**src/verilog/trap_wake_pkg.sv**
```systemverilog
// Constants for the trap and wake-up interrupt logic
package trap_wake_pkg;
   localparam int WAKE_PINS = 8;
   localparam logic [7:0] TRAP_OPCODE = 8'h00;
   localparam logic [7:0] BLANK_WORD = 8'h00;
   localparam logic [14:0] POP_LIMIT_PC = 15'h7fff;
   localparam logic [8:0] STACK_LIMIT = 9'h06f;
   localparam logic [7:0] VEC_TRAP = 8'hfe;
   localparam logic [7:0] VEC_WAKE = 8'he2;
   localparam logic [7:0] VEC_DEFAULT = 8'he0;
   localparam logic TRAP_RESET_VAL = 1'b0;
   localparam logic [7:0] WAKE_RESET_VAL = 8'h00;
endpackage : trap_wake_pkg

```
**src/verilog/trap_wake_irq.sv**
```systemverilog
// Software trap and wake-up port interrupt arbitration
// How it works
// RL1: Reset clears the trap pending flag
// RL2: Trap event sets the pending flag
// RL3: Clear-pending instruction clears the flag unless a trap event comes in the same cycle
// RL4: Trap flag has no software address
// RL5: Fetched opcode 00 raises trap
// RL6: Missing program memory reads as zeroes
// RL7: Stack over-pop loads program counter 7FFF
// RL8: Trap has top arbitration priority
// RL9: Trap keeps global enable, blocks others
// RL10: Only a trap interrupts trap service
// RL11: Trap pushes its own instruction address
// RL12: Trap acknowledged at once
// RL13: Eight edge wake inputs, one vector
// RL14: Per-pin wake enable bit
// RL15: Per-pin rising or falling edge select
// RL16: Pending register latches each pin edge
// RL17: Wake request needs port and global enable
// RL18: Disabled wake resumes after halt instruction
// RL19: Enabled wake runs service routine first
// RL20: Maskable never preempts running service
// RL21: Trap preempts maskable service
// RL22: Vector select replaces PC low byte
// RL23: No active interrupt gives default vector
// RL24: Wake pins synchronised before edge detection
`timescale 1ns/1ps
`default_nettype none
module trap_wake_irq
   import trap_wake_pkg::*;
#(
   parameter int PINS = trap_wake_pkg::WAKE_PINS
) (
   input wire logic CLK_IN,
   input wire logic ARST_N_IN,
   input wire logic [7:0] FETCH_WORD_IN,
   input wire logic FETCH_VALID_IN,
   input wire logic FETCH_MAPPED_IN,
   input wire logic [14:0] FETCH_PC_IN,
   input wire logic [14:0] NEXT_PC_IN,
   input wire logic POP_IN,
   input wire logic [8:0] SP_IN,
   input wire logic CLEAR_PENDING_INSTR_IN,
   input wire logic VECTOR_SELECT_INSTR_IN,
   input wire logic [14:0] PC_IN,
   input wire logic RETURN_FROM_IRQ_INSTR_IN,
   input wire logic GLOBAL_IRQ_ENABLE_IN,
   input wire logic WAKE_PORT_IRQ_GATE_IN,
   input wire logic [PINS-1:0] WAKE_ENABLE_REG_IN,
   input wire logic [PINS-1:0] WAKE_EDGE_REG_IN,
   input wire logic [PINS-1:0] WAKE_PEND_CLR_IN,
   input wire logic [PINS-1:0] WAKE_PIN_IN,
   input wire logic LOW_POWER_IN,
   output logic [7:0] INSTR_WORD_OUT,
   output logic TRAP_PENDING_FLAG_OUT,
   output logic TRAP_ACK_OUT,
   output logic [14:0] RETURN_ADDR_OUT,
   output logic POP_OVERRUN_OUT,
   output logic [14:0] POP_PC_OUT,
   output logic IRQ_REQ_OUT,
   output logic VEC_LOAD_OUT,
   output logic [14:0] VEC_PC_OUT,
   output logic [PINS-1:0] WAKE_PENDING_REG_OUT,
   output logic WAKE_OUT,
   output logic WAKE_TO_ISR_OUT,
   output logic IN_SERVICE_OUT
);
   import trap_wake_pkg::*;

   logic [7:0] fetched;
   logic trap_event;
   logic [PINS-1:0] edges;
   logic wake_active;
   logic wake_req;
   logic trap_pending_flag_reg;
   logic [PINS-1:0] wake_pending_reg;
   logic [7:0] instr_word_reg;
   logic trap_ack_reg;
   logic [14:0] return_addr_reg;
   logic [7:0] vec_low;
   logic vec_load_reg;
   logic [14:0] vec_pc_reg;
   logic in_service_reg;
   logic wake_reg;
   logic wake_isr_reg;

   // ==================================================
   // Trap detection on fetch
   assign fetched = FETCH_MAPPED_IN ? FETCH_WORD_IN : BLANK_WORD; // RL6
   assign trap_event = FETCH_VALID_IN && (fetched == TRAP_OPCODE); // RL5

   always_ff @(posedge CLK_IN or negedge ARST_N_IN) begin
      if (!ARST_N_IN) begin
         instr_word_reg <= 8'h00;
      end else if (FETCH_VALID_IN) begin
         instr_word_reg <= fetched;
      end
   end

   // Over-pop check against the stack limit
   assign POP_OVERRUN_OUT = POP_IN && (SP_IN > STACK_LIMIT); // RL7
   assign POP_PC_OUT = POP_LIMIT_PC; // RL7

   // ==================================================
   // Trap pending flag: internal only, no address
   always_ff @(posedge CLK_IN or negedge ARST_N_IN) begin
      if (!ARST_N_IN) begin
         trap_pending_flag_reg <= TRAP_RESET_VAL; // RL1
      end else if (trap_event) begin
         trap_pending_flag_reg <= 1'b1; // RL2
      end else if (CLEAR_PENDING_INSTR_IN) begin
         trap_pending_flag_reg <= 1'b0; // RL3
      end
   end
   // RL4: visible only as a status output, never writable

   // Trap acknowledge and return address
   always_ff @(posedge CLK_IN or negedge ARST_N_IN) begin
      if (!ARST_N_IN) begin
         trap_ack_reg <= 1'b0;
         return_addr_reg <= 15'h0000;
      end else begin
         trap_ack_reg <= trap_event; // RL12
         if (trap_event) begin
            return_addr_reg <= FETCH_PC_IN; // RL11
         end else if (wake_req && !in_service_reg) begin
            return_addr_reg <= NEXT_PC_IN;
         end
      end
   end

   // ==================================================
   // Wake-up port edges and pending bits
   wake_edge_detect #(
      .PINS(PINS)
   ) u_edges (
      .clk_in(CLK_IN),
      .arst_n_in(ARST_N_IN),
      .pin_in(WAKE_PIN_IN),
      .falling_sel_in(WAKE_EDGE_REG_IN),
      .edge_out(edges)
   );

   always_ff @(posedge CLK_IN or negedge ARST_N_IN) begin
      if (!ARST_N_IN) begin
         wake_pending_reg <= WAKE_RESET_VAL;
      end else begin
         // Set wins over clear
         wake_pending_reg <= (wake_pending_reg & ~WAKE_PEND_CLR_IN)
            | edges; // RL16
      end
   end

   assign wake_active = |(wake_pending_reg & WAKE_ENABLE_REG_IN); // RL14 RL13
   assign wake_req = wake_active && WAKE_PORT_IRQ_GATE_IN
      && GLOBAL_IRQ_ENABLE_IN && !trap_pending_flag_reg; // RL17 RL9

   // ==================================================
   // Service tracking
   always_ff @(posedge CLK_IN or negedge ARST_N_IN) begin
      if (!ARST_N_IN) begin
         in_service_reg <= 1'b0;
      end else if (wake_req && !in_service_reg) begin
         in_service_reg <= 1'b1;
      end else if (RETURN_FROM_IRQ_INSTR_IN) begin
         in_service_reg <= 1'b0;
      end
   end

   // Maskable waits; trap goes straight through
   assign IRQ_REQ_OUT = trap_event
      || (wake_req && !in_service_reg); // RL20 RL21 RL10 RL12

   // ==================================================
   // Wake from halt or idle
   always_ff @(posedge CLK_IN or negedge ARST_N_IN) begin
      if (!ARST_N_IN) begin
         wake_reg <= 1'b0;
         wake_isr_reg <= 1'b0;
      end else begin
         wake_reg <= LOW_POWER_IN && |(edges & WAKE_ENABLE_REG_IN);
         wake_isr_reg <= LOW_POWER_IN && |(edges & WAKE_ENABLE_REG_IN)
            && WAKE_PORT_IRQ_GATE_IN && GLOBAL_IRQ_ENABLE_IN; // RL19 RL18
      end
   end

   // ==================================================
   // Vector selection
   always_comb begin
      if (trap_pending_flag_reg) begin
         vec_low = VEC_TRAP; // RL8 RL9
      end else if (wake_active && WAKE_PORT_IRQ_GATE_IN) begin
         vec_low = VEC_WAKE; // RL13
      end else begin
         vec_low = VEC_DEFAULT; // RL23
      end
   end

   always_ff @(posedge CLK_IN or negedge ARST_N_IN) begin
      if (!ARST_N_IN) begin
         vec_load_reg <= 1'b0;
         vec_pc_reg <= 15'h0000;
      end else begin
         vec_load_reg <= VECTOR_SELECT_INSTR_IN;
         if (VECTOR_SELECT_INSTR_IN) begin
            vec_pc_reg <= {PC_IN[14:8], vec_low}; // RL22
         end
      end
   end

   // ==================================================
   // Outputs
   assign INSTR_WORD_OUT = instr_word_reg;
   assign TRAP_PENDING_FLAG_OUT = trap_pending_flag_reg;
   assign TRAP_ACK_OUT = trap_ack_reg;
   assign RETURN_ADDR_OUT = return_addr_reg;
   assign VEC_LOAD_OUT = vec_load_reg;
   assign VEC_PC_OUT = vec_pc_reg;
   assign WAKE_PENDING_REG_OUT = wake_pending_reg;
   assign WAKE_OUT = wake_reg;
   assign WAKE_TO_ISR_OUT = wake_isr_reg;
   assign IN_SERVICE_OUT = in_service_reg;

   // ==================================================
   // Checks
   a_trap_sets_flag: assert property (@(posedge CLK_IN) // RL2
      disable iff (!ARST_N_IN) trap_event |=> trap_pending_flag_reg)
      else $error("Trap did not set pending flag");
   a_clear_flag: assert property (@(posedge CLK_IN) // RL3
      disable iff (!ARST_N_IN)
      CLEAR_PENDING_INSTR_IN && !trap_event |=> !trap_pending_flag_reg)
      else $error("Clear instruction left flag set");
   a_trap_ack_now: assert property (@(posedge CLK_IN) // RL12
      disable iff (!ARST_N_IN) trap_event |=> TRAP_ACK_OUT)
      else $error("Trap not acknowledged next cycle");
   a_trap_ret_addr: assert property (@(posedge CLK_IN) // RL11
      disable iff (!ARST_N_IN)
      trap_event |=> RETURN_ADDR_OUT == $past(FETCH_PC_IN))
      else $error("Trap return address wrong");
   a_trap_vector: assert property (@(posedge CLK_IN) // RL8
      disable iff (!ARST_N_IN)
      VECTOR_SELECT_INSTR_IN && trap_pending_flag_reg
      |=> VEC_PC_OUT[7:0] == VEC_TRAP)
      else $error("Trap vector not chosen");
   a_high_byte: assert property (@(posedge CLK_IN) // RL22
      disable iff (!ARST_N_IN)
      VECTOR_SELECT_INSTR_IN |=> VEC_PC_OUT[14:8] == $past(PC_IN[14:8]))
      else $error("Vector changed high byte");
   a_default_vec: assert property (@(posedge CLK_IN) // RL23
      disable iff (!ARST_N_IN)
      VECTOR_SELECT_INSTR_IN && !trap_pending_flag_reg && !wake_active
      |=> VEC_PC_OUT[7:0] == VEC_DEFAULT)
      else $error("Default vector not used");
   a_trap_blocks: assert property (@(posedge CLK_IN) // RL9
      disable iff (!ARST_N_IN) trap_pending_flag_reg |-> !wake_req)
      else $error("Wake request during trap");
   a_wake_gate: assert property (@(posedge CLK_IN) // RL17
      disable iff (!ARST_N_IN)
      !(WAKE_PORT_IRQ_GATE_IN && GLOBAL_IRQ_ENABLE_IN) |-> !wake_req)
      else $error("Wake request without enable");
   a_no_preempt: assert property (@(posedge CLK_IN) // RL20
      disable iff (!ARST_N_IN)
      in_service_reg && !trap_event |-> !IRQ_REQ_OUT)
      else $error("Maskable preempted service");
   a_pend_latch: assert property (@(posedge CLK_IN) // RL16
      disable iff (!ARST_N_IN) |edges |=> |WAKE_PENDING_REG_OUT)
      else $error("Wake edge not latched");

   // ==================================================
   // Further checks
   a_flag_holds: assert property (@(posedge CLK_IN) // RL9
      disable iff (!ARST_N_IN)
      trap_pending_flag_reg && !CLEAR_PENDING_INSTR_IN
      |=> trap_pending_flag_reg)
      else $error("Trap flag dropped without clear");
   a_flag_no_set: assert property (@(posedge CLK_IN) // RL4
      disable iff (!ARST_N_IN)
      !trap_pending_flag_reg && !trap_event
      |=> !trap_pending_flag_reg)
      else $error("Trap flag set without trap");
   a_irq_on_trap: assert property (@(posedge CLK_IN) // RL21
      disable iff (!ARST_N_IN)
      trap_event
      |-> IRQ_REQ_OUT)
      else $error("Trap did not raise request");
   a_blank_fetch: assert property (@(posedge CLK_IN) // RL6
      disable iff (!ARST_N_IN)
      FETCH_VALID_IN && !FETCH_MAPPED_IN
      |=> INSTR_WORD_OUT == BLANK_WORD)
      else $error("Missing memory not read as zero");
   a_trap_opcode: assert property (@(posedge CLK_IN) // RL5
      disable iff (!ARST_N_IN)
      FETCH_VALID_IN && FETCH_MAPPED_IN && FETCH_WORD_IN == TRAP_OPCODE
      |=> TRAP_ACK_OUT && TRAP_PENDING_FLAG_OUT)
      else $error("Trap opcode not trapped");
   a_over_pop: assert property (@(posedge CLK_IN) // RL7
      disable iff (!ARST_N_IN)
      POP_IN && (SP_IN > STACK_LIMIT)
      |-> POP_OVERRUN_OUT && POP_PC_OUT == POP_LIMIT_PC)
      else $error("Over-pop not flagged");
   a_wake_vector: assert property (@(posedge CLK_IN) // RL13
      disable iff (!ARST_N_IN)
      VECTOR_SELECT_INSTR_IN && !trap_pending_flag_reg && wake_active
      && WAKE_PORT_IRQ_GATE_IN |=> VEC_PC_OUT[7:0] == VEC_WAKE)
      else $error("Wake vector not chosen");
   a_vec_even: assert property (@(posedge CLK_IN) // RL22
      disable iff (!ARST_N_IN)
      VEC_LOAD_OUT
      |-> !VEC_PC_OUT[0])
      else $error("Vector low byte odd");
   a_wake_enable: assert property (@(posedge CLK_IN) // RL14
      disable iff (!ARST_N_IN)
      !(|(wake_pending_reg & WAKE_ENABLE_REG_IN))
      |-> !wake_req)
      else $error("Wake request from disabled pin");
   a_wake_resume: assert property (@(posedge CLK_IN) // RL18
      disable iff (!ARST_N_IN)
      LOW_POWER_IN && |(edges & WAKE_ENABLE_REG_IN) && !WAKE_PORT_IRQ_GATE_IN
      |=> WAKE_OUT && !WAKE_TO_ISR_OUT)
      else $error("Disabled wake went to service");
   a_wake_isr: assert property (@(posedge CLK_IN) // RL19
      disable iff (!ARST_N_IN)
      LOW_POWER_IN && |(edges & WAKE_ENABLE_REG_IN) && WAKE_PORT_IRQ_GATE_IN
      && GLOBAL_IRQ_ENABLE_IN |=> WAKE_OUT && WAKE_TO_ISR_OUT)
      else $error("Enabled wake skipped service");
   a_service_hold: assert property (@(posedge CLK_IN) // RL20
      disable iff (!ARST_N_IN)
      in_service_reg && !RETURN_FROM_IRQ_INSTR_IN
      |=> in_service_reg)
      else $error("Service ended without return");
   a_pend_hold: assert property (@(posedge CLK_IN) // RL16
      disable iff (!ARST_N_IN)
      1'b1 |=> (($past(wake_pending_reg) & ~$past(WAKE_PEND_CLR_IN))
      & ~wake_pending_reg) == '0)
      else $error("Pending bit lost without clear");
   a_edge_once: assert property (@(posedge CLK_IN) // RL24
      disable iff (!ARST_N_IN)
      |edges
      |=> (edges & $past(edges)) == '0)
      else $error("Wake edge seen twice");
endmodule : trap_wake_irq
`default_nettype wire

```
**src/verilog/wake_edge_detect.sv**
```systemverilog
// Synchronised per-pin wake-up edge detector
`timescale 1ns/1ps
`default_nettype none
module wake_edge_detect #(
   parameter int PINS = 8
) (
   input wire logic clk_in,
   input wire logic arst_n_in,
   input wire logic [PINS-1:0] pin_in,
   input wire logic [PINS-1:0] falling_sel_in,
   output logic [PINS-1:0] edge_out
);
   logic [PINS-1:0] sync1_reg;
   logic [PINS-1:0] sync2_reg;
   logic [PINS-1:0] last_reg;
   // ==================================================
   // Synchroniser and history
   always_ff @(posedge clk_in or negedge arst_n_in) begin
      if (!arst_n_in) begin
         sync1_reg <= '0;
         sync2_reg <= '0;
         last_reg <= '0;
      end else begin
         sync1_reg <= pin_in;
         sync2_reg <= sync1_reg; // RL24
         last_reg <= sync2_reg;
      end
   end
   // ==================================================
   // Edge select per pin
   genvar i;
   for (i = 0; i < PINS; i++) begin : g_pin
      assign edge_out[i] = falling_sel_in[i] ?
         (last_reg[i] & ~sync2_reg[i]) :
         (~last_reg[i] & sync2_reg[i]); // RL15
   end
endmodule : wake_edge_detect
`default_nettype wire
```
**config.mk**
```make
export PLATFORM = sky130hd
export DESIGN_NAME = trap_wake_irq
export DESIGN_NICKNAME = d
export VERILOG_FILES = /design/src/verilog/trap_wake_pkg.sv /design/src/verilog/trap_wake_irq.sv /design/src/verilog/wake_edge_detect.sv
export SDC_FILE = /design/constraint.sdc
export NUM_CORES = 1
export LEC_CHECK = 0
export BUFFER_PORTS_ARGS = -buffer_cell sky130_fd_sc_hd__buf_2
export CORE_ASPECT_RATIO = 1.1
export CORE_MARGIN = 4
export CORE_UTILIZATION = 40
export CTS_CLUSTER_SIZE = 16
export DETAILED_ROUTE_END_ITERATION = 8
export PLACE_DENSITY = 0.77
export SLEW_MARGIN = 15
export SYNTH_ARGS = -nofsm -noshare
export SYNTH_HDL_FRONTEND = slang
export SYNTH_SLANG_ARGS = --single-unit
```
**constraint.sdc**
```tcl
create_clock -name CLK_IN -period 1.35 [get_ports CLK_IN]
set_input_delay 0.2025 -clock CLK_IN [delete_from_list [all_inputs] [get_ports CLK_IN]]
set_output_delay 0.2025 -clock CLK_IN [all_outputs]
set_load 0.005 [all_outputs]
```
==> run summary, run 1 <==
The peak supply drop came out at about 0.74 mV. The fmax is 577 MHz. The leading cell type in the layout, fill and taps excluded is sky130_fd_sc_hd__buf_2. The residual DRC count is 0. The final wirelength came out at around 7100 µm.

The clock-pin slew of the registers on the worst-case setup and hold paths is around 0.08 ns. The arrival time of data at the critical path endpoint came out at between 1.5 and 2 ns. The flip-flop count of the largest register after layout is 15.

In this run the vertical extent of the chip is roughly 99 µm. The top cell types in the final layout, fill and taps aside, are sky130_fd_sc_hd__buf_2 (142), sky130_fd_sc_hd__dfrtp_1 (71), sky130_fd_sc_hd__nor2_1 (23). The number of cells traversed by the worst register-to-register path is 7. The flow ran to the end, but the final reports show violations. The number of standard cells after synthesis is ~260. The reported leakage power came out at between 2 and 2.5 nW. The area of the die came out at between 9000 and 10000 µm². The maximum number of pins on one net before global-route repair came out at 72. Setup repair after global routing could not meet its margin everywhere. The via count of the first global-routing pass was between 2000 and 3000.

The max-slew violation total from the final report came out at 0. TritonCTS built the clock tree. In this run the remaining antenna-violating nets after routing total 0. Dividing the synthesized area by the synthesized cell count gives between 10 and 15 µm². The async set or reset register ratio after synthesis came out at 1.00. The area overhead of the layout relative to synthesis came out at 43.0%. The global-route wire length before repair came out at roughly 11000 µm. Of the cells placed in the final design, the portion with a size suffix greater than 1 is 0.493.

The element type at the critical path start is a register. The number of antenna cells inserted came out at 0. Once routing completed, OpenROAD measured the worst setup slack at -0.382 ns. The final net count is ~530. The synthesis warning total is 0. The time the final worst path needs with I/O delays and setup is 1.73 ns. The count of endpoints failing hold in the final timing report is 0.

For this block, the initial DRC count from the detailed router was 37. The critical path is of the register to primary output type. The sequential area share after synthesis is 0.587.

The number of maximum-capacitance violations is 0. The number of enable flip-flop cells after synthesis came out at 0. The power density relative to cell area came out at 1300 nW/µm². The post-layout total power came out at approximately 0.0056 W.

The total global routing overflow came out at 0. Along the worst path, the maximum fanout reaches 3. The number of antenna violations at the first check in global routing came out at 0. The total number of H-tree levels is 3. The number of vias per cell after detailed routing is between 4 and 5.

The quantity of I/O buffers inserted on ports is roughly 150. The starting utilization of the core area came out at 0.407. The count of pins on the block boundary is 174. The register bit count reported by yosys came out at about 70. The unique cell type count in the Yosys netlist is 34. At the later pin of the worst-skew pair, clock insertion delay measures 0.34 ns. The post-route clock skew came out at approximately 0.0089 ns. The maximum count of clock buffers along a single path is 2. The area of the core came out at 7430 µm². The total global-route track usage is 0.158. The clock net in this run drives a total of just over 70 sinks.

The final worst-path cycle share came out at 1.28. In the synthesized netlist the dominant register cell turns out to be sky130_fd_sc_hd__dfrtp_1. The post-synth design cell area came out at 3030 µm². The tightest min-delay check is of the input port to register type. The placer congestion estimate came out at about 0.75. The routed layout has 2407 vias. The half-perimeter wire length after placement came out at roughly 5200 µm.

The detailed-router iteration count before antenna repair is 3. The number of cells traversed by the worst hold path is 2. The cell sitting at the root of the clock tree is a sky130_fd_sc_hd__clkbuf_8. The number of placement rows is 33. The worst setup path is captured at a primary output. The total clock buffers created by CTS is 9. The required time reported for the critical path endpoint is approximately 1.2 ns.

The setup TNS is -4.66 ns. The final reports fail on setup timing. Measured along the x axis, the die boundary spans between 90 and 100 µm. Setup violations remaining at the end of the flow were counted as 18. The wire length per cell after detailed routing came out at between 10 and 15 µm.
## cell usage after synthesis (all sizes together) (2+ instances only)
library cell  instances  share of area
conb                  2         0.0025
a22oi                 4          0.017
clkbuf                3         0.0041
mux2i                15          0.050
buf                  26          0.070
nand3                 9          0.015
inv                  22          0.027
dfrtp                71           0.59
mux2                  8          0.030
o21ai                23          0.038
nor2b                 3         0.0062
nor2                 23          0.029
o2111a                2         0.0074
nor3b                 8          0.020
and3b                 6          0.017
a21oi                20          0.043
## stage by stage
step	cells	util	worst slack, ns	hold WS [ns]	cell area [µm²]
final	521	0.583	-0.382	0.0222	4330
after detailed placement	489	0.518	-0.149	0.248	3850
after floorplan	270	-	-0.103	-0.0931	3080
after global placement	489	0.518	-0.126	0.244	3850
after global routing	521	0.583	-0.457	0.00790	4330
after CTS	519	0.573	-0.441	0.00512	4260
## worst max-delay path, stage by stage (launching register included)
cell and delay, ns:
sky130_fd_sc_hd__dfrtp_1 0.40, sky130_fd_sc_hd__a22oi_2 0.22, sky130_fd_sc_hd__a41oi_2 0.16, sky130_fd_sc_hd__buf_12 0.16, sky130_fd_sc_hd__nand2b_4 0.13, sky130_fd_sc_hd__buf_6 0.12
## what timing repair did
| action | 4_1_cts | 5_1_grt |
|---|---|---|
| hold buffers | 9 | 0 |
| pin swaps | 4 | 6 |
| setup endpoints to repair | 16 | 20 |
| setup buffers | 5 | 4 |
| hold endpoints to repair | 79 | 0 |
| gates resized for setup | 2 | 14 |
## cell type report
class	count	area [µm²]
Multi-Input combinational cell	148	1020
Fill cell	669	3100
Tap cell	87	109
Timing Repair Buffer	177	1070
Inverter	22	82.6
Clock buffer	11	141
Sequential cell	71	1780
Clock inverter	5	129
## power breakdown
part	switching [W]	leakage, nW	total [W]	internal, W
Combinational	0.000413	1.20	0.000932	0.000519
Sequential	0.000112	0.838	0.00244	0.00233
Clock	0.000787	0.134	0.00226	0.00147
## metal layers
layer,track usage,up-vias,part of all wire
met5,0,-,0
met4,0.0603,0,0.015
met3,0.0439,9,0.074
met2,0.276,90,0.51
met1,0.185,1137,0.40
li1,-,1171,-
## cells by family (layout without fill, tap and decap cells)
kind of cell	Yosys count	after routing	synth area share
AOI/OAI and AO/OA	54	54	0.124
muxes	23	23	0.0793
buffers and inverters	51	215	0.102
and+or+nand+nor	55	55	0.106
DFF	71	71	0.587
other	2	16	0.00248
## path summary, 6_finish.rpt
| path | from | end | slack, ns |
|---|---|---|---|
| min in group asynchronous | ARST_N_IN | u_edges.last_reg[0] | 0.41 |
| max in group asynchronous | ARST_N_IN | RETURN_ADDR_OUT[9] | 0.64 |
| worst min register to register | u_edges.sync1_reg[3] | u_edges.sync2_reg[3] | 0.35 |
| worst max register to register | IN_SERVICE_OUT | RETURN_ADDR_OUT[11] | -0.32 |
| worst max-delay path | WAKE_PENDING_REG_OUT[0] | IRQ_REQ_OUT | -0.38 |
| worst min-delay path | CLEAR_PENDING_INSTR_IN | TRAP_PENDING_FLAG_OUT | 0.02 |
No activity file was read; power rests on OpenSTA's default activity.
==> inputs of run 2 (changes only) <==
Settings changed: RECOVER_POWER set to 50.
==> run 2 against run 1 <==
The flow still finishes with violations (setup timing). Non-clock buffer count is the same. Clock power is essentially flat. Final area shrank 0.29%. Setup slack is the same. Routed wire length is essentially flat. Die area is the same. Register-to-register slack is essentially flat. Global-route usage is the same. Total power is essentially flat. Count of clock-buffer cells in the layout is the same. Critical path type unchanged. Largest power group unchanged. Highest routed layer unchanged.
==> run summary, run 2 (same netlist as run 1, synthesis figures left out) <==
CTS built an H-tree with a depth of 3. The number of cells traversed by the worst hold path came out at 2. The tree built by TritonCTS fans out to 71 sinks. In this run the remaining antenna-violating nets after routing total 0.

After detailed routing, the average wire length per cell comes to 13.6 µm. In this run the static leakage power is around 2.2 nW. The final wirelength came out at between 7000 and 8000 µm. The fraction of final layout cells with drive strength greater than 1 is 0.486. Setup violations remaining at the end of the flow were counted as 18.

The setup TNS came out at -4.66 ns. The slack of the worst reg-to-reg path is -0.32 ns. Row generation in the floorplan step produced 33 rows. Once layout is complete, the utilization of the core stands at 0.581. For this configuration, the core starts out at a cell density of 0.407. The flow ran to the end, but the final reports show violations. The area of the die is around 9000 µm². The highest cell delay on the worst timing path is about 0.40 ns. The final net count is 534. The clock latency of the later-clocked register in the worst-skew pair is 0.34 ns. The checks that failed: setup timing.

In this run the vertical extent of the chip is 99.3 µm. The detailed-router iteration count before antenna repair came out at 3. The final worst-path cycle share came out at 1.28. The count of endpoints failing hold in the final timing report is 0. The library cell used most frequently in the layout, excluding fill and tap cells, is sky130_fd_sc_hd__buf_2. In this run the most used layer during global routing was met2. The arrival time of data at the critical path endpoint is around 1.5 ns. The fraction of met3 tracks used by global routing came out at 0.0439. The worst flop-to-flop path endpoint is RETURN_ADDR_OUT[11]. The area overhead of the layout relative to synthesis came out at 42.6%. The required time reported for the critical path endpoint came out at ~1.2 ns. The cell with the biggest individual delay on the critical path is sky130_fd_sc_hd__dfrtp_1. For the final database, setup skew stands at 0.00885 ns.

At the pin with the least slew margin, the transition time is between 0.6 and 0.7 ns. The worst-case IR drop observed on VDD is 0.736 mV. The post-layout total power is approximately 0.0056 W. The total global routing overflow came out at 0. The first global-routing pass estimated about 11000 µm of wire.

The path type of the worst setup path is register to primary output. Setup repair after global routing could not meet its margin everywhere. The area of the core came out at 7430 µm².

In this run the most critical hold path is launched from CLEAR_PENDING_INSTR_IN. The highest net fanout along the worst path came out at 3. From left edge to right edge, the die measures around 91 µm. The tightest min-delay check is of the input port to register type.

The family of cells with the greatest summed delay on the critical path is flip-flops. The time the final worst path needs with I/O delays and setup came out at 1.73 ns. CTS placed an instance of sky130_fd_sc_hd__clkbuf_8 at the clock tree root.

The total global-route track usage came out at 0.158. For this run, design rule violations remaining after detail routing come to 0. The CTS tree is yes. The count of pins on the block boundary is between 150 and 200. The number of cells traversed by the worst register-to-register path came out at 7.

The half-perimeter wire length after placement came out at about 5200 µm. The critical register-to-register path startpoint is IN_SERVICE_OUT. The met2 usage came out at 0.276.

After detailed routing, the number of vias per cell comes to between 4 and 5. The maximum count of clock buffers along a single path came out at 2. The max-slew violation total from the final report came out at 0. Together, buffers and inverters on the worst path number 2. In the post-route analysis, the smallest setup slack over all paths is -0.382 ns.

The number of maximum-capacitance violations came out at 0. The maximum number of pins on one net before global-route repair is between 70 and 80. The worst hold path terminates at TRAP_PENDING_FLAG_OUT. Measured against its own limit, the worst slew margin works out to 0.580.

The worst-case hold slack came out at roughly 0.022 ns. 0 antenna diodes ended up in the layout. STA classifies the critical path startpoint as a register. The element type at the critical path end is a primary output. The violation count after the first detailed-route iteration is 37. The number of antenna violations at the first check in global routing is 0.

The total clock buffers created by CTS came out at 9. The via count of the first global-routing pass is around 2500. For this run, global-route usage on met1 was measured as 0.185. The flip-flop count of the largest register after layout came out at 15. Walking the worst path, the cells encountered are a22oi_2 > a41oi_2 > buf_12 > nand2b_4 > buf_6. The quantity of I/O buffers inserted on ports is between 100 and 150.

The clock-pin slew of the registers on the worst-case setup and hold paths came out at about 0.080 ns. The library cells used most frequently in the layout, excluding fill and tap cells, are sky130_fd_sc_hd__buf_2 (139), sky130_fd_sc_hd__dfrtp_1 (71), sky130_fd_sc_hd__nor2_1 (23). The congestion estimate from routability-driven global placement came to 0.747. OpenSTA, run right after detailed placement, puts the worst setup slack at -0.149 ns.

The power density relative to cell area is about 1300 nW/µm². The fmax came out at between 500 and 600 MHz. The via count came out at about 2400.
[run 2: cell types whose count changed in the layout (fill, tap and decap cells not counted)]
cell	change
sky130_fd_sc_hd__buf_12	-1
sky130_fd_sc_hd__clkbuf_4	+1
sky130_fd_sc_hd__buf_6	+1
sky130_fd_sc_hd__buf_4	-1
sky130_fd_sc_hd__clkbuf_1	+3
sky130_fd_sc_hd__buf_2	-3
[run 2: power by group]
part	total (W)	switching (W)	leakage (nW)	internal (W)
combinational	0.000927	0.000412	1.18	0.000514
sequential	0.00244	0.000112	0.838	0.00233
clock	0.00226	0.000788	0.134	0.00147
total	0.00562	0.00131	2.16	0.00431
[run 2: worst max path at each step]
stage,to,cells after the start,slack (ns),from
3_5_place_dp,RETURN_ADDR_OUT[11],5,-0.15,IN_SERVICE_OUT
5_1_grt,IRQ_REQ_OUT,5,-0.46,WAKE_PENDING_REG_OUT[0]
4_1_cts,IRQ_REQ_OUT,5,-0.44,WAKE_PENDING_REG_OUT[0]
3_3_place_gp,IRQ_REQ_OUT,5,-0.13,IN_SERVICE_OUT
6_report,IRQ_REQ_OUT,5,-0.38,WAKE_PENDING_REG_OUT[0]
2_1_floorplan,RETURN_ADDR_OUT[10],6,-0.10,TRAP_PENDING_FLAG_OUT
[run 2: cell type report]
type | instances | area, µm²
Fill cell | 673 | 3110
Sequential cell | 71 | 1780
Timing Repair Buffer | 177 | 1060
Multi-Input combinational cell | 148 | 1020
Clock buffer | 11 | 141
Clock inverter | 5 | 129
Tap cell | 87 | 109
Inverter | 22 | 82.6
[run 2: through the flow]
step           cells  cell area, µm²
5_1_grt          521            4320
3_5_place_dp     489            3850
3_3_place_gp     489            3850
6_report         521            4320
2_1_floorplan    270            3080
4_1_cts          519            4260
[run 2: repair_timing]
action,in CTS,in global routing
gates resized for setup,2,14
pin swaps,4,6
hold endpoints to repair,79,0
endpoints found under the setup margin,16,20
buffers inserted,5,4
hold buffers,9,0
[run 2: layer usage]
| metal | share of wire | up-vias |
|---|---|---|
| met3 | 0.074 | 9 |
| met5 | 0 | - |
| li1 | - | 1172 |
| met2 | 0.51 | 90 |
| met4 | 0.015 | 0 |
| met1 | 0.40 | 1139 |
[run 2: worst reg2reg max path, delay by kind of cell, from the launching register on]
family                 cells  cell delay, ns
multiplexers               1            0.27
flip-flops                 1            0.37
AO/OA/AOI/OAI              2            0.31
buffers and inverters      3            0.40
AND/OR/NAND/NOR            1            0.22
==> inputs of run 3 (changes only) <==
Settings changed: PLACE_DENSITY 0.77 to 0.84, SKIP_CTS_REPAIR_TIMING set to 1.
==> run 3 against run 2 <==
The run still ends with setup timing left. First-iteration DRC count rose by 8.1%. Critical path depth did not move. Sequential share of layout area rose by 0.67 points. Largest cell class unchanged. Die area did not move. Global-route usage fell by 0.62 points. Critical endpoint unchanged. Non-clock buffer count rose by 3. Register-to-register slack improved by 0.07 ns. Combinational power rose by 1%. Hold slack improved by 0.0064 ns. Sequential cell count did not move. Clock power fell by 32%. Critical path type unchanged.
==> run summary, run 3 (same netlist as run 1, synthesis figures left out) <==
After layout, the minimum clock period comes to between 1.5 and 2 ns. The number of antenna violations at the first check in global routing came out at 0. The detailed-router iteration count before antenna repair came out at 4.

The run finished, with violations left. The maximum count of clock buffers along a single path came out at 2. The total number of H-tree levels is 3. The final wirelength came out at ~7100 µm.

In this run the worst path has a maximum fanout of 7. The horizontal extent of the die came out at slightly above 90 µm. The die covers 9030 µm².

The placer congestion estimate is roughly 0.77. The fraction of final layout cells with drive strength greater than 1 is 0.490. Static timing analysis puts the maximum clock frequency at roughly 570 MHz. The critical path is of the register to primary output type. The area of the core came out at 7430 µm². STA puts the critical path data required time at 1.15 ns. The total global-route track usage came out at 0.152. The max-slew violation total from the final report is 0. The library cells used most frequently in the layout, excluding fill and tap cells, are sky130_fd_sc_hd__buf_2 (140), sky130_fd_sc_hd__dfrtp_1 (71), sky130_fd_sc_hd__nor2_1 (23). After global routing the overflow that remains totals 0. The final reports fail on setup timing. The element type at the critical path end is a primary output. The reported leakage power came out at around 2.1 nW. The setup-violating endpoint count in the final report is 16.

The sequential cell area is 1780 µm². The residual DRC count came out at 0. Entering global routing, the biggest net connects 72 pins. The number of antenna cells inserted came out at 0. The initial utilization of the core area, before any placement, comes to 0.407. The flip-flop count of the largest register after layout is 15. Detailed placement finished with a half-perimeter wire length of 5230 µm. Setup repair after global routing could not meet its margin everywhere. For this design the ratio of total power to cell area is between 1000 and 1500 nW/µm². The via count of the first global-routing pass came out at 2398. The area overhead of the layout relative to synthesis is 40.3%.

The first global-routing pass estimated 11000 µm of wire. Dividing the detail-routed via count by the number of cells gives ~4.7. The peak supply drop is 0.514 mV. Hold timing on the final database bottoms out at a slack of ~0.029 ns. The violation count after the first detailed-route iteration came out at 40.

The wire length per cell after detailed routing came out at about 14 µm. The number of placement rows is 33. The final worst setup slack came out at -0.409 ns. The worst setup path is launched from a register. The root cell of the clock tree is sky130_fd_sc_hd__clkbuf_8.

The final net count came out at ~540. The detailed router placed 2441 vias in this run. The height of the die came out at between 90 and 100 µm. The pre-CTS setup slack came out at -0.133 ns. STA puts the critical path data arrival time at about 1.6 ns. Of the available clock period, the critical path in the final layout requires 1.30. The worst-margin pin slew came out at roughly 0.64 ns. The quantity of I/O buffers inserted on ports came out at ~150. The leading cell type in the layout, fill and taps excluded is sky130_fd_sc_hd__buf_2. TritonCTS built the clock tree.

Clock tree synthesis found a total of 71 sinks. The count of endpoints failing hold in the final timing report is 0. In this run the worst hold path is classified as input port to register. The count of pins on the block boundary came out at around 170.

Clock-pin slew was measured on the worst setup and hold paths at 0.07 ns. Headroom to the max-slew limit came out at 0.571. The combined area of the multi-input logic cells is about 1100 µm². The detail route stage leaves a number of antenna-violating nets equal to 0. The number of fill cells in the layout came out at 643. The total clock buffers created by CTS came out at 9.

Clock latency on the worst-skew pair, taken at its later pin, is 0.33 ns. The number of maximum-capacitance violations came out at 0. The post-route clock skew came out at 0.00572 ns.
[run 3: cell count changes in the layout (fill, tap and decap cells not counted), sizes merged]
cell      delta
bufinv       -4
buf          +3
clkinv       +1
clkinvlp     +1
clkbuf       +2
[run 3: final cells by class]
| class | instances | share of cell area |
|---|---|---|
| well taps | 87 | 0.0256 |
| repair buffers | 180 | 0.248 |
| multi-input cells | 148 | 0.248 |
| inverters | 22 | 0.0194 |
| flip-flops and latches | 71 | 0.418 |
| clock inverters | 3 | 0.00412 |
| clock buffers | 13 | 0.0374 |
[run 3: per-layer routing]
metal,vias to the layer above,track usage,part of all wire
met5,-,0,0
met4,0,0.0580,0.014
met3,9,0.0613,0.078
met2,102,0.255,0.52
met1,1143,0.174,0.38
li1,1187,-,-
[run 3: final timing paths]
path	from	end	slack, ns	cells after the start
max reg2reg	IN_SERVICE_OUT	RETURN_ADDR_OUT[9]	-0.25	7
max	WAKE_PENDING_REG_OUT[1]	IRQ_REQ_OUT	-0.41	5
min reg2reg	u_edges.sync1_reg[7]	u_edges.sync2_reg[7]	0.35	0
min in group asynchronous	ARST_N_IN	u_edges.last_reg[4]	0.51	3
max in group asynchronous	ARST_N_IN	RETURN_ADDR_OUT[3]	0.37	3
min	CLEAR_PENDING_INSTR_IN	TRAP_PENDING_FLAG_OUT	0.03	2
[run 3: worst max-delay path: stages, from the launching register on]
cell and delay, ns:
sky130_fd_sc_hd__dfrtp_1 0.40, sky130_fd_sc_hd__a22oi_2 0.23, sky130_fd_sc_hd__a41oi_2 0.17, sky130_fd_sc_hd__buf_12 0.17, sky130_fd_sc_hd__nand2b_4 0.13, sky130_fd_sc_hd__buf_6 0.12
[run 3: power by group]
group / internal, W / switching (W)
registers: 0.00233 / 0.000115
clock network: 0.000764 / 0.000763
logic: 0.000522 / 0.000414
total: 0.00361 / 0.00129
[run 3: stage by stage]
step           TNS (ns)  cells   util  total power (W)  cell area [µm²]
2_1_floorplan    -0.850    270      -          0.00288             3080
3_3_place_gp      -1.77    488  0.517          0.00328             3840
3_5_place_dp      -1.61    488  0.517          0.00332             3840
4_1_cts           -2.29    504  0.541          0.00487             4020
5_1_grt           -4.34    524  0.572          0.00518             4250
6_report          -3.05    524  0.572          0.00490             4250
